--- config.mk ---
export PLATFORM = sky130hd
export DESIGN_NAME = iwwd_top
export DESIGN_NICKNAME = d
export VERILOG_FILES = /design/src/iwwd_pkg.sv /design/src/iwwd_top.sv
export SDC_FILE = /design/constraint.sdc
export NUM_CORES = 1
export LEC_CHECK = 0
export BUFFER_PORTS_ARGS = -buffer_cell sky130_fd_sc_hd__buf_2
export CAP_MARGIN = 10
export CORE_UTILIZATION = 32
export CTS_CLUSTER_SIZE = 40
export DETAILED_ROUTE_END_ITERATION = 16
export PLACE_DENSITY = 0.48
export SLEW_MARGIN = 20
export SYNTH_ARGS = -nofsm -noshare
export SYNTH_HDL_FRONTEND = slang
export SYNTH_SLANG_ARGS = --single-unit
--- constraint.sdc ---
create_clock -name clk -period 4.68 [get_ports clk]
set_clock_uncertainty 0.1 [all_clocks]
set_input_delay 0.936 -clock clk [delete_from_list [all_inputs] [get_ports clk]]
set_output_delay 0.936 -clock clk [all_outputs]
set_load 0.005 [all_outputs]
--- src/iwwd_pkg.sv ---
// constants, field layouts and carrier types of the independent window watchdog
// Operation
// RULE_01 - count clock divided by 1..256
// RULE_02 - 14-bit counter decrements per prescaled tick
// RULE_03 - auto-start counts right after reset release
// RULE_04 - refresh is write 00h then FFh
// RULE_05 - reset stops counting, restores initial values
// RULE_06 - low-power halt only when enabled
// RULE_07 - register-start stops after underflow or error
// RULE_08 - programmable window start and end positions
// RULE_09 - fault on underflow or out-of-window refresh
// RULE_10 - select bit picks reset or nmi
// RULE_11 - counter status register returns counter value
// RULE_12 - separate event outputs for underflow, error
// RULE_13 - reset, interrupt and sleep-stop outputs
// RULE_14 - auto-start settings come from option word
// RULE_15 - register-start settings applied at refresh
// RULE_16 - stop bit 1 halts in low power
// RULE_17 - valid refresh reloads; wrong second write ignored
package iwwd_pkg;

    // register byte addresses
    localparam logic [7:0] IWWD_REFRESH_ADDR = 8'h00;
    localparam logic [7:0] IWWD_TIMING_ADDR = 8'h04;
    localparam logic [7:0] IWWD_ACTION_ADDR = 8'h08;
    localparam logic [7:0] IWWD_STOP_ADDR = 8'h0C;
    localparam logic [7:0] IWWD_STATUS_ADDR = 8'h10;
    localparam logic [7:0] IWWD_IRQ_STAT_ADDR = 8'h14;
    localparam logic [7:0] IWWD_IRQ_CLR_ADDR = 8'h18;
    localparam logic [7:0] IWWD_IRQ_EN_ADDR = 8'h1C;

    // refresh sequence bytes
    localparam logic [7:0] IWWD_REFRESH_FIRST = 8'h00;
    localparam logic [7:0] IWWD_REFRESH_SECOND = 8'hFF;

    // timing control field positions
    localparam int IWWD_DIV_LSB = 0;
    localparam int IWWD_TOUT_LSB = 8;
    localparam int IWWD_WEND_LSB = 10;
    localparam int IWWD_WSTART_LSB = 12;

    // interrupt status bit positions
    localparam int IWWD_IRQ_UNDERFLOW = 0;
    localparam int IWWD_IRQ_REFRESH_ERR = 1;

    // reset values
    localparam logic [13:0] IWWD_COUNT_RESET = 14'h3FFF;
    localparam logic [15:0] IWWD_TIMING_RESET = 16'h3300;
    localparam logic [7:0] IWWD_PRESCALE_RESET = 8'h00;

    // prescaler terminal counts (ratio minus one) per divide select
    localparam logic [7:0] IWWD_DIV1_M1 = 8'h00;
    localparam logic [7:0] IWWD_DIV16_M1 = 8'h0F;
    localparam logic [7:0] IWWD_DIV32_M1 = 8'h1F;
    localparam logic [7:0] IWWD_DIV64_M1 = 8'h3F;
    localparam logic [7:0] IWWD_DIV128_M1 = 8'h7F;
    localparam logic [7:0] IWWD_DIV256_M1 = 8'hFF;

    // reload values per timeout select (period minus one)
    localparam logic [13:0] IWWD_TOUT0_RELOAD = 14'h03FF;
    localparam logic [13:0] IWWD_TOUT1_RELOAD = 14'h0FFF;
    localparam logic [13:0] IWWD_TOUT2_RELOAD = 14'h1FFF;
    localparam logic [13:0] IWWD_TOUT3_RELOAD = 14'h3FFF;

    // counter state, gray along idle -> count -> halted
    typedef enum logic [1:0] {
        IWWD_IDLE = 2'b00,
        IWWD_COUNT = 2'b01,
        IWWD_HALTED = 2'b11
    } iwwd_state_t;

    // one full setting set, from option word or registers
    typedef struct packed {
        logic [3:0] divide_select;
        logic [1:0] timeout_select;
        logic [1:0] window_start_select;
        logic [1:0] window_end_select;
        logic action_select;
        logic low_power_stop_enable;
    } iwwd_cfg_t;

    // option memory word as seen by the block
    typedef struct packed {
        logic auto_start;
        iwwd_cfg_t auto_cfg;
    } iwwd_option_t;

    // register bus request
    typedef struct packed {
        logic [7:0] addr;
        logic [31:0] wdata;
        logic write;
        logic read;
    } iwwd_bus_t;

endpackage : iwwd_pkg

--- src/iwwd_top.sv ---
// independent window watchdog: prescaler, down-counter, window check, registers
`timescale 1ns/1ns
module iwwd_top
(
    input wire logic clk,
    input wire logic reset,
    input wire logic watchdog_count_clock,
    input wire logic low_power_state,
    input wire iwwd_pkg::iwwd_option_t option_select_word0,
    input wire iwwd_pkg::iwwd_bus_t bus,
    output logic [31:0] rdata,
    output logic reset_request,
    output logic nmi_request,
    output logic sleep_stop_ctrl,
    output logic underflow_event,
    output logic refresh_error_event,
    output logic irq
);

    // synchronisers for the pin-side inputs
    logic wck_meta;
    logic wck_sync;
    logic wck_prev;
    logic lp_meta;
    logic lp_sync;

    // option capture after reset release
    logic opt_taken;
    logic auto_mode;

    // software registers
    logic [15:0] timing_control_register;
    logic action_control_register;
    logic low_power_count_stop_control;
    logic [1:0] irq_status;
    logic [1:0] irq_enable;
    logic refresh_armed;

    // live settings and counting state
    iwwd_pkg::iwwd_cfg_t act_cfg;
    iwwd_pkg::iwwd_state_t state;
    logic [13:0] counter;
    logic [7:0] prescale;

    // two-flop sync of the count clock and low-power level
    always_ff @(posedge clk)
    begin
        if (reset)
        begin
            wck_meta <= 1'b0;
            wck_sync <= 1'b0;
            wck_prev <= 1'b0;
            lp_meta <= 1'b0;
            lp_sync <= 1'b0;
        end
        else
        begin
            wck_meta <= watchdog_count_clock;
            wck_sync <= wck_meta;
            wck_prev <= wck_sync;
            lp_meta <= low_power_state;
            lp_sync <= lp_meta;
        end
    end

    // rising edge of the synced count clock is the source enable
    wire wck_edge = wck_sync & ~wck_prev;

    // address decode
    wire wr_refresh = bus.write & (bus.addr == iwwd_pkg::IWWD_REFRESH_ADDR);
    wire wr_timing = bus.write & (bus.addr == iwwd_pkg::IWWD_TIMING_ADDR);
    wire wr_action = bus.write & (bus.addr == iwwd_pkg::IWWD_ACTION_ADDR);
    wire wr_stop = bus.write & (bus.addr == iwwd_pkg::IWWD_STOP_ADDR);
    wire wr_irq_clr = bus.write & (bus.addr == iwwd_pkg::IWWD_IRQ_CLR_ADDR);
    wire wr_irq_en = bus.write & (bus.addr == iwwd_pkg::IWWD_IRQ_EN_ADDR);
    wire [7:0] wbyte = bus.wdata[7:0];

    // settings that software staged, taken over only at refresh
    wire iwwd_pkg::iwwd_cfg_t reg_cfg = '{
        divide_select: timing_control_register[iwwd_pkg::IWWD_DIV_LSB +: 4],
        timeout_select: timing_control_register[iwwd_pkg::IWWD_TOUT_LSB +: 2],
        window_start_select: timing_control_register[iwwd_pkg::IWWD_WSTART_LSB +: 2],
        window_end_select: timing_control_register[iwwd_pkg::IWWD_WEND_LSB +: 2],
        action_select: action_control_register,
        low_power_stop_enable: low_power_count_stop_control
    };

    // divide ratio decode; undefined codes fall back to divide by one
    logic [7:0] div_m1;
    always_comb
    begin
        case (act_cfg.divide_select)
            4'h0: div_m1 = iwwd_pkg::IWWD_DIV1_M1;
            4'h1: div_m1 = iwwd_pkg::IWWD_DIV16_M1;
            4'h2: div_m1 = iwwd_pkg::IWWD_DIV32_M1;
            4'h3: div_m1 = iwwd_pkg::IWWD_DIV64_M1;
            4'h4: div_m1 = iwwd_pkg::IWWD_DIV128_M1;
            4'h5: div_m1 = iwwd_pkg::IWWD_DIV256_M1;
            default: div_m1 = iwwd_pkg::IWWD_DIV1_M1;
        endcase
    end

    // reload value for the timeout select in force, and for the settings a start or refresh takes on
    logic [13:0] reload;
    logic [13:0] take_reload;
    // option word before capture, live settings in auto mode, staged registers otherwise
    wire iwwd_pkg::iwwd_cfg_t take_cfg = !opt_taken ? option_select_word0.auto_cfg
        : (auto_mode ? act_cfg : reg_cfg);
    always_comb
    begin
        case (act_cfg.timeout_select)
            2'h0: reload = iwwd_pkg::IWWD_TOUT0_RELOAD;
            2'h1: reload = iwwd_pkg::IWWD_TOUT1_RELOAD;
            2'h2: reload = iwwd_pkg::IWWD_TOUT2_RELOAD;
            default: reload = iwwd_pkg::IWWD_TOUT3_RELOAD;
        endcase
        // new period must come from the new settings, or a short timeout would start above its window
        case (take_cfg.timeout_select)
            2'h0: take_reload = iwwd_pkg::IWWD_TOUT0_RELOAD; // [RULE_17]
            2'h1: take_reload = iwwd_pkg::IWWD_TOUT1_RELOAD;
            2'h2: take_reload = iwwd_pkg::IWWD_TOUT2_RELOAD;
            default: take_reload = iwwd_pkg::IWWD_TOUT3_RELOAD;
        endcase
    end

    // window positions as fractions of the period, by shifts and one subtraction
    wire [13:0] pos_quarter = reload >> 2;
    wire [13:0] pos_half = reload >> 1;
    wire [13:0] pos_three_q = reload - pos_quarter;
    logic [13:0] win_hi;
    logic [13:0] win_lo;
    always_comb
    begin
        // start: counter value at or below which refresh becomes legal
        case (act_cfg.window_start_select) // [RULE_08]
            2'h0: win_hi = pos_three_q;
            2'h1: win_hi = pos_half;
            2'h2: win_hi = pos_quarter;
            default: win_hi = reload;
        endcase
        // end: counter value below which refresh is illegal again
        case (act_cfg.window_end_select) // [RULE_08]
            2'h0: win_lo = pos_three_q;
            2'h1: win_lo = pos_half;
            2'h2: win_lo = pos_quarter;
            default: win_lo = 14'h0000;
        endcase
    end

    // refresh while counting permitted only inside [win_lo, win_hi]
    wire in_window = (counter <= win_hi) & (counter >= win_lo);

    // a complete 00h/FFh sequence; any other second write is no refresh
    wire refresh_ok = wr_refresh & refresh_armed
        & (wbyte == iwwd_pkg::IWWD_REFRESH_SECOND); // [RULE_04] [RULE_17]

    // counting halts in low power only when the stop bit is set
    wire lp_halt = lp_sync & act_cfg.low_power_stop_enable; // [RULE_06] [RULE_16]
    wire counting = (state == iwwd_pkg::IWWD_COUNT);
    wire src_tick = counting & wck_edge & ~lp_halt;
    wire pre_tick = src_tick & (prescale == div_m1); // [RULE_01]

    // fault sources
    wire underflow = pre_tick & (counter == 14'h0000); // [RULE_09]
    wire refresh_err = refresh_ok & counting & ~in_window; // [RULE_09]
    wire fault = underflow | refresh_err;
    wire good_refresh = refresh_ok & ~refresh_err;

    // refresh sequence tracker: 00h arms, any other refresh write disarms
    always_ff @(posedge clk)
    begin
        if (reset)
        begin
            refresh_armed <= 1'b0;
        end
        else if (wr_refresh)
        begin
            refresh_armed <= (wbyte == iwwd_pkg::IWWD_REFRESH_FIRST); // [RULE_04]
        end
    end

    // option word caught once, on the first edge after reset release
    always_ff @(posedge clk)
    begin
        if (reset)
        begin
            opt_taken <= 1'b0;
            auto_mode <= 1'b0;
        end
        else if (!opt_taken)
        begin
            opt_taken <= 1'b1;
            auto_mode <= option_select_word0.auto_start;
        end
    end

    // software registers; writes in auto mode are kept but never applied, except the interrupt enable
    always_ff @(posedge clk)
    begin
        if (reset)
        begin
            timing_control_register <= iwwd_pkg::IWWD_TIMING_RESET; // [RULE_05]
            action_control_register <= 1'b0;
            low_power_count_stop_control <= 1'b0;
            irq_enable <= 2'b00;
        end
        else
        begin
            if (wr_timing)
            begin
                timing_control_register <= bus.wdata[15:0];
            end
            if (wr_action)
            begin
                action_control_register <= bus.wdata[0];
            end
            if (wr_stop)
            begin
                low_power_count_stop_control <= bus.wdata[0];
            end
            if (wr_irq_en)
            begin
                irq_enable <= bus.wdata[1:0];
            end
        end
    end

    // counter state machine and settings in force
    always_ff @(posedge clk)
    begin
        if (reset)
        begin
            state <= iwwd_pkg::IWWD_IDLE; // [RULE_05]
            act_cfg <= '0;
            counter <= iwwd_pkg::IWWD_COUNT_RESET;
            prescale <= iwwd_pkg::IWWD_PRESCALE_RESET;
        end
        else
        begin
            case (state)
                iwwd_pkg::IWWD_IDLE:
                begin
                    if (!opt_taken && option_select_word0.auto_start)
                    begin
                        // auto-start: load option settings and run
                        act_cfg <= option_select_word0.auto_cfg; // [RULE_14]
                        counter <= take_reload;
                        state <= iwwd_pkg::IWWD_COUNT; // [RULE_03]
                    end
                    else if (opt_taken && !auto_mode && good_refresh)
                    begin
                        act_cfg <= reg_cfg; // [RULE_15]
                        counter <= take_reload; // [RULE_17]
                        prescale <= iwwd_pkg::IWWD_PRESCALE_RESET;
                        state <= iwwd_pkg::IWWD_COUNT; // [RULE_04]
                    end
                end
                iwwd_pkg::IWWD_COUNT:
                begin
                    if (fault && !auto_mode)
                    begin
                        // register-start stops on any fault
                        state <= iwwd_pkg::IWWD_HALTED; // [RULE_07]
                        prescale <= iwwd_pkg::IWWD_PRESCALE_RESET;
                    end
                    else if (good_refresh || fault)
                    begin
                        // refresh reloads; auto mode also reloads after a fault
                        if (!auto_mode)
                        begin
                            act_cfg <= reg_cfg; // [RULE_15]
                        end
                        counter <= take_reload; // [RULE_17]
                        prescale <= iwwd_pkg::IWWD_PRESCALE_RESET;
                    end
                    else if (pre_tick)
                    begin
                        counter <= counter - 14'h0001; // [RULE_02]
                        prescale <= iwwd_pkg::IWWD_PRESCALE_RESET;
                    end
                    else if (src_tick)
                    begin
                        prescale <= prescale + 8'h01; // [RULE_01]
                    end
                end
                iwwd_pkg::IWWD_HALTED:
                begin
                    // a fresh refresh sequence restarts from the top
                    if (good_refresh)
                    begin
                        act_cfg <= reg_cfg; // [RULE_15]
                        counter <= take_reload; // [RULE_17]
                        state <= iwwd_pkg::IWWD_COUNT; // [RULE_04]
                    end
                end
                default:
                begin
                    state <= iwwd_pkg::IWWD_IDLE;
                end
            endcase
        end
    end

    // fault routing and event outputs as one-cycle pulses, sleep-stop control as a level
    always_ff @(posedge clk)
    begin
        if (reset)
        begin
            reset_request <= 1'b0;
            nmi_request <= 1'b0;
            underflow_event <= 1'b0;
            refresh_error_event <= 1'b0;
            sleep_stop_ctrl <= 1'b0;
        end
        else
        begin
            reset_request <= fault & ~act_cfg.action_select; // [RULE_10] [RULE_13]
            nmi_request <= fault & act_cfg.action_select; // [RULE_10] [RULE_13]
            underflow_event <= underflow; // [RULE_12]
            refresh_error_event <= refresh_err; // [RULE_12]
            sleep_stop_ctrl <= act_cfg.low_power_stop_enable; // [RULE_13]
        end
    end

    // sticky status; a new event beats a clear in the same cycle
    wire [1:0] irq_set = {refresh_err, underflow};
    wire [1:0] irq_clr = wr_irq_clr ? bus.wdata[1:0] : 2'b00;
    always_ff @(posedge clk)
    begin
        if (reset)
        begin
            irq_status <= 2'b00;
            irq <= 1'b0;
        end
        else
        begin
            irq_status <= (irq_status & ~irq_clr) | irq_set;
            irq <= |(((irq_status & ~irq_clr) | irq_set) & irq_enable);
        end
    end

    // read mux; unmapped and write-only addresses read zero
    logic [31:0] rd_mux;
    always_comb
    begin
        case (bus.addr)
            iwwd_pkg::IWWD_TIMING_ADDR: rd_mux = {16'h0000, timing_control_register};
            iwwd_pkg::IWWD_ACTION_ADDR: rd_mux = {31'h00000000, action_control_register};
            iwwd_pkg::IWWD_STOP_ADDR: rd_mux = {31'h00000000, low_power_count_stop_control};
            iwwd_pkg::IWWD_STATUS_ADDR: rd_mux = {18'h00000, counter}; // [RULE_11]
            iwwd_pkg::IWWD_IRQ_STAT_ADDR: rd_mux = {30'h00000000, irq_status};
            iwwd_pkg::IWWD_IRQ_EN_ADDR: rd_mux = {30'h00000000, irq_enable};
            default: rd_mux = 32'h00000000;
        endcase
    end

    // read data stands only in the cycle after the strobe
    always_ff @(posedge clk)
    begin
        if (reset)
        begin
            rdata <= 32'h00000000;
        end
        else
        begin
            rdata <= bus.read ? rd_mux : 32'h00000000;
        end
    end

endmodule : iwwd_top

==> metrics.md <==
| Metric | Value |
|---|---|
| Clock group share of total power | `0.420` |
| Max-cap violations | `0` |
| PnR worst setup slack | `490 ps` |
| Die Span X | `134 um` |
| Total overflow reported by the global router | `0` |
| Root buffer cell | `clkbuf_16` |
| Length of the first detailed-routing pass in iterations | `5` |
| Unrepaired setup endpoints after global routing | `false` |
| Wire length on met1 | `a little over 8000 um` |
| Antenna violations before repair | `0` |
| Num CTS Buffers | `9` |
| Final critical-path required period | `between 4000 and 5000 ps` |
| Number of port buffers | `64` |
| Pre-CTS setup slack | `just over 500 ps` |
| Data arrival at the endpoint of the critical path | `4330 ps` |
| Combined area of all synthesized cells | `5560 um2` |
| Final Wtd Congestion | `0.870` |
| Sequence of cells on the critical path | `inv_1 > ha_1 > o21ai_0 > a22oi_1 > ha_1 > nand4_1 > nor4_1 > nor4_1 > a221o_1 > or2_1 > o31a_1` |
| Class of the tightest hold or removal check | `register to register` |
| Wire length of the first global-routing pass | `27,100 um` |
| Met2 wire length | `between 7000 and 8000 um` |
| Pin count of the biggest net entering global routing | `40` |
| Dominant combinational cell family by area after synthesis | `simple AND/OR/NAND/NOR gates` |
| Maximum number of buffers from clock root to sink | `2` |
| Pins Over Slew Limit | `0` |
| DRC viols | `0` |
| Most area-hungry cell type in the Yosys netlist | `dfxtp_1` |
| Fraction of final layout cells sized beyond drive strength 1 | `0.152` |
| Leading post-synthesis cells by cell area | `dfxtp_1 (32%), ha_1 (9.0%), nand2_1 (6.0%), a21oi_1 (5.8%), nor2_1 (3.9%)` |
| Num rows | `47` |
| Overall fraction of global-route tracks in use | `0.195` |
| # nets final | `roughly 840` |
| Peak supply drop | `~0.00018 V` |
| Psw | `~540 uW` |
| Seq/Total Area, Yosys | `0.317` |
| Detailed-route vias per instance | `5.49` |
| Detail Route Antenna Nets | `0` |
| Insertion delay of the later-clocked pin in the worst-skew pair | `roughly 340 ps` |
| Proportion of register bits with asynchronous set or reset after synthesis | `0` |
| Area of the die | `17,900 um2` |
| Number of synthesized register bits | `roughly 90` |
| Logic pwr share | `0.167` |
| Clock-pin slew on the worst setup and hold paths | `around 60 ps` |
| Number of H-tree levels | `3` |
| Reg2reg setup slack | `between 400 and 500 ps` |
| Relative max-transition margin | `0.470` |
| Largest fanout of any net on the critical path | `14` |
| Die boundary height | `134 um` |
| Total count of hold-check failures in the final report | `0` |
| DP HPWL | `approximately 13,000 um` |
| Startpoint class of the critical path | `register` |
| Total inserted antenna cells | `0` |
| Routed wire length | `17,000 um` |
| Clock tree from TritonCTS | `yes` |
| Starting density of the core | `0.332` |
| Share of the clock period used by the worst path | `0.895` |
| Vias after detailed routing | `~5,300` |
| Status | `complete, no violations` |
| Portion of total power attributed to sequential cells | `0.413` |
| Hold buffer count at cts | `0` |
| Internal Power | `~1400 uW` |
| Number of different library cells in the post-synthesis netlist | `76` |
| Most used cells in the layout excluding fill and tap cells | `nand2_1 (89), dfxtp_1 (88), a21oi_1 (64), buf_2 (64), nor2_1 (58)` |
| Routed length per placed instance | `17.6 um` |
| Detailed router's first-iteration violation count | `490` |
| Top cell type's share of synthesized area | `0.317` |
| Total clock sinks | `about 90` |
| Fraction of power spent switching nets | `0.276` |
| Number of warnings reported in the yosys synthesis log | `0` |
| Number of top-level pins | `97` |
| Pin slew with the least headroom to its limit | `between 700 and 800 ps` |
| Met3 wire length | `roughly 860 um` |
| Post-CTS repair timing setup buffer count | `0` |
| Simple-Gate Fraction of Synth Area | `0.246` |
| Adder-cell share of the synthesized area | `0.0900` |
| Fmax achieved | `around 240 MHz` |
| Area Overhead vs Synth | `13.1%` |
| Post-synth EDFFs | `0` |
| CORE AREA | `~17,000 um2` |
| Required @ worst endpoint | `4820 ps` |
| Portion of netlist area occupied by mux cells | `0.0191` |
| Main flop type after synthesis | `dfxtp_1` |
| Fin Setup TNS | `0 ps` |
| Max stage delay on crit path | `around 650 ps` |
| Endpoint type of the worst setup path | `register` |
| Number of setup violations in the final report | `0` |
| Top routing layer in use | `met4` |
| Post-synthesis average cell area | `about 8.0 um2` |
| Share of the synthesized netlist area taken by xor and xnor gates | `0.00472` |
| Cell with the biggest individual delay on the critical path | `nor4_1` |
| Crit path kind | `register to register` |
| Synthesized-area fraction occupied by ao, oa, aoi and oai cells | `0.245` |
| Gate Count Post-Synth | `between 600 and 700` |
| Vias in the first global route | `between 4,000 and 5,000` |
| Pwr dens | `between 300 and 400 nW/um2` |
| Most common library cell in the layout ignoring fill and taps | `nand2_1` |
| Post-cts gate resize count | `0` |
| Standby leakage power | `around 0.0025 uW` |
[synth_stat cells (all sizes together) (12+ instances only)]
master and n:
nand2 89, dfxtp 88, a21oi 65, nor2 58, ha 40, o21ai 39
clkbuf 28, buf 23, inv 21, a22oi 19, nand3 18, nor3 16
and3 14, nor2b 12, o31ai 12
[worst paths after layout]
check / start / to / depth (start not counted)
setup / recovery: act_cfg[6]$_SDFFE_PP0P_ / counter[11]$_SDFFE_PP1P_ / 11
hold / removal: wck_meta$_SDFF_PP0_ / wck_sync$_SDFF_PP0_ / 1
setup reg to reg: act_cfg[6]$_SDFFE_PP0P_ / counter[11]$_SDFFE_PP1P_ / 11
hold reg to reg: wck_meta$_SDFF_PP0_ / wck_sync$_SDFF_PP0_ / 1
[power by group through the flow]
stage	sequential [uW]	combinational, uW	clock (uW)
2_1_floorplan	801	259	0
3_3_place_gp	826	312	0
3_5_place_dp	827	323	0
4_1_cts	810	326	841
5_1_grt	815	373	871
6_report	810	327	824
[through the flow]
stage               total power (uW)  instance area, um2  hold WS (ps)  std cells  utilization
floorplan                       1060                5620           306        707            -
global placement                1140                5940           326        949        0.355
detailed placement              1150                5950           324        949        0.355
CTS                             1980                6290           339        965        0.375
global route                    2060                6290           353        965        0.375
finish                          1960                6290           340        965        0.375
[flip-flops by register name (all words and copies together), names as in the netlist, 2 cells and up]
| register | count |
|---|---|
| state | 2 |
| rdata | 16 |
| counter | 14 |
| irq_status | 2 |
| irq_enable | 2 |
| prescale | 8 |
| act_cfg | 12 |
| timing_control_register | 16 |
[critical path, delay by kind of cell (launching register included)]
kind	cells	cell delay (ps)
buffers and inverters	1	130
flip-flops	1	430
AND/OR/NAND/NOR	4	1360
AO/OA/AOI/OAI	4	1350
adder cells (fa/ha/maj)	2	700
[per-layer routing]
layer | vias up | global-route usage
met1 | 2539 | 0.266
met4 | 0 | 0.0644
met3 | 20 | 0.0484
met2 | 150 | 0.300
li1 | 2591 | -
met5 | - | 0
[kinds of logic after synthesis]
group / Yosys count
xor gates and xnor gates: 3
adders and majority gates: 40
AOI/OAI and AO/OA: 207
muxes: 10
and+or+nand+nor: 270
DFF: 88
other: 1
buffers and inverters: 73
[final cells by class]
class,instances,area (um2)
sequential,88,1760
clock inverter,6,108
fill,1731,10500
clock buffer,10,229
inverter,22,82.6
multi-input combinational,546,3450
timing repair buffer,73,388
tap,220,275
Power figures use the tool's default switching activity.
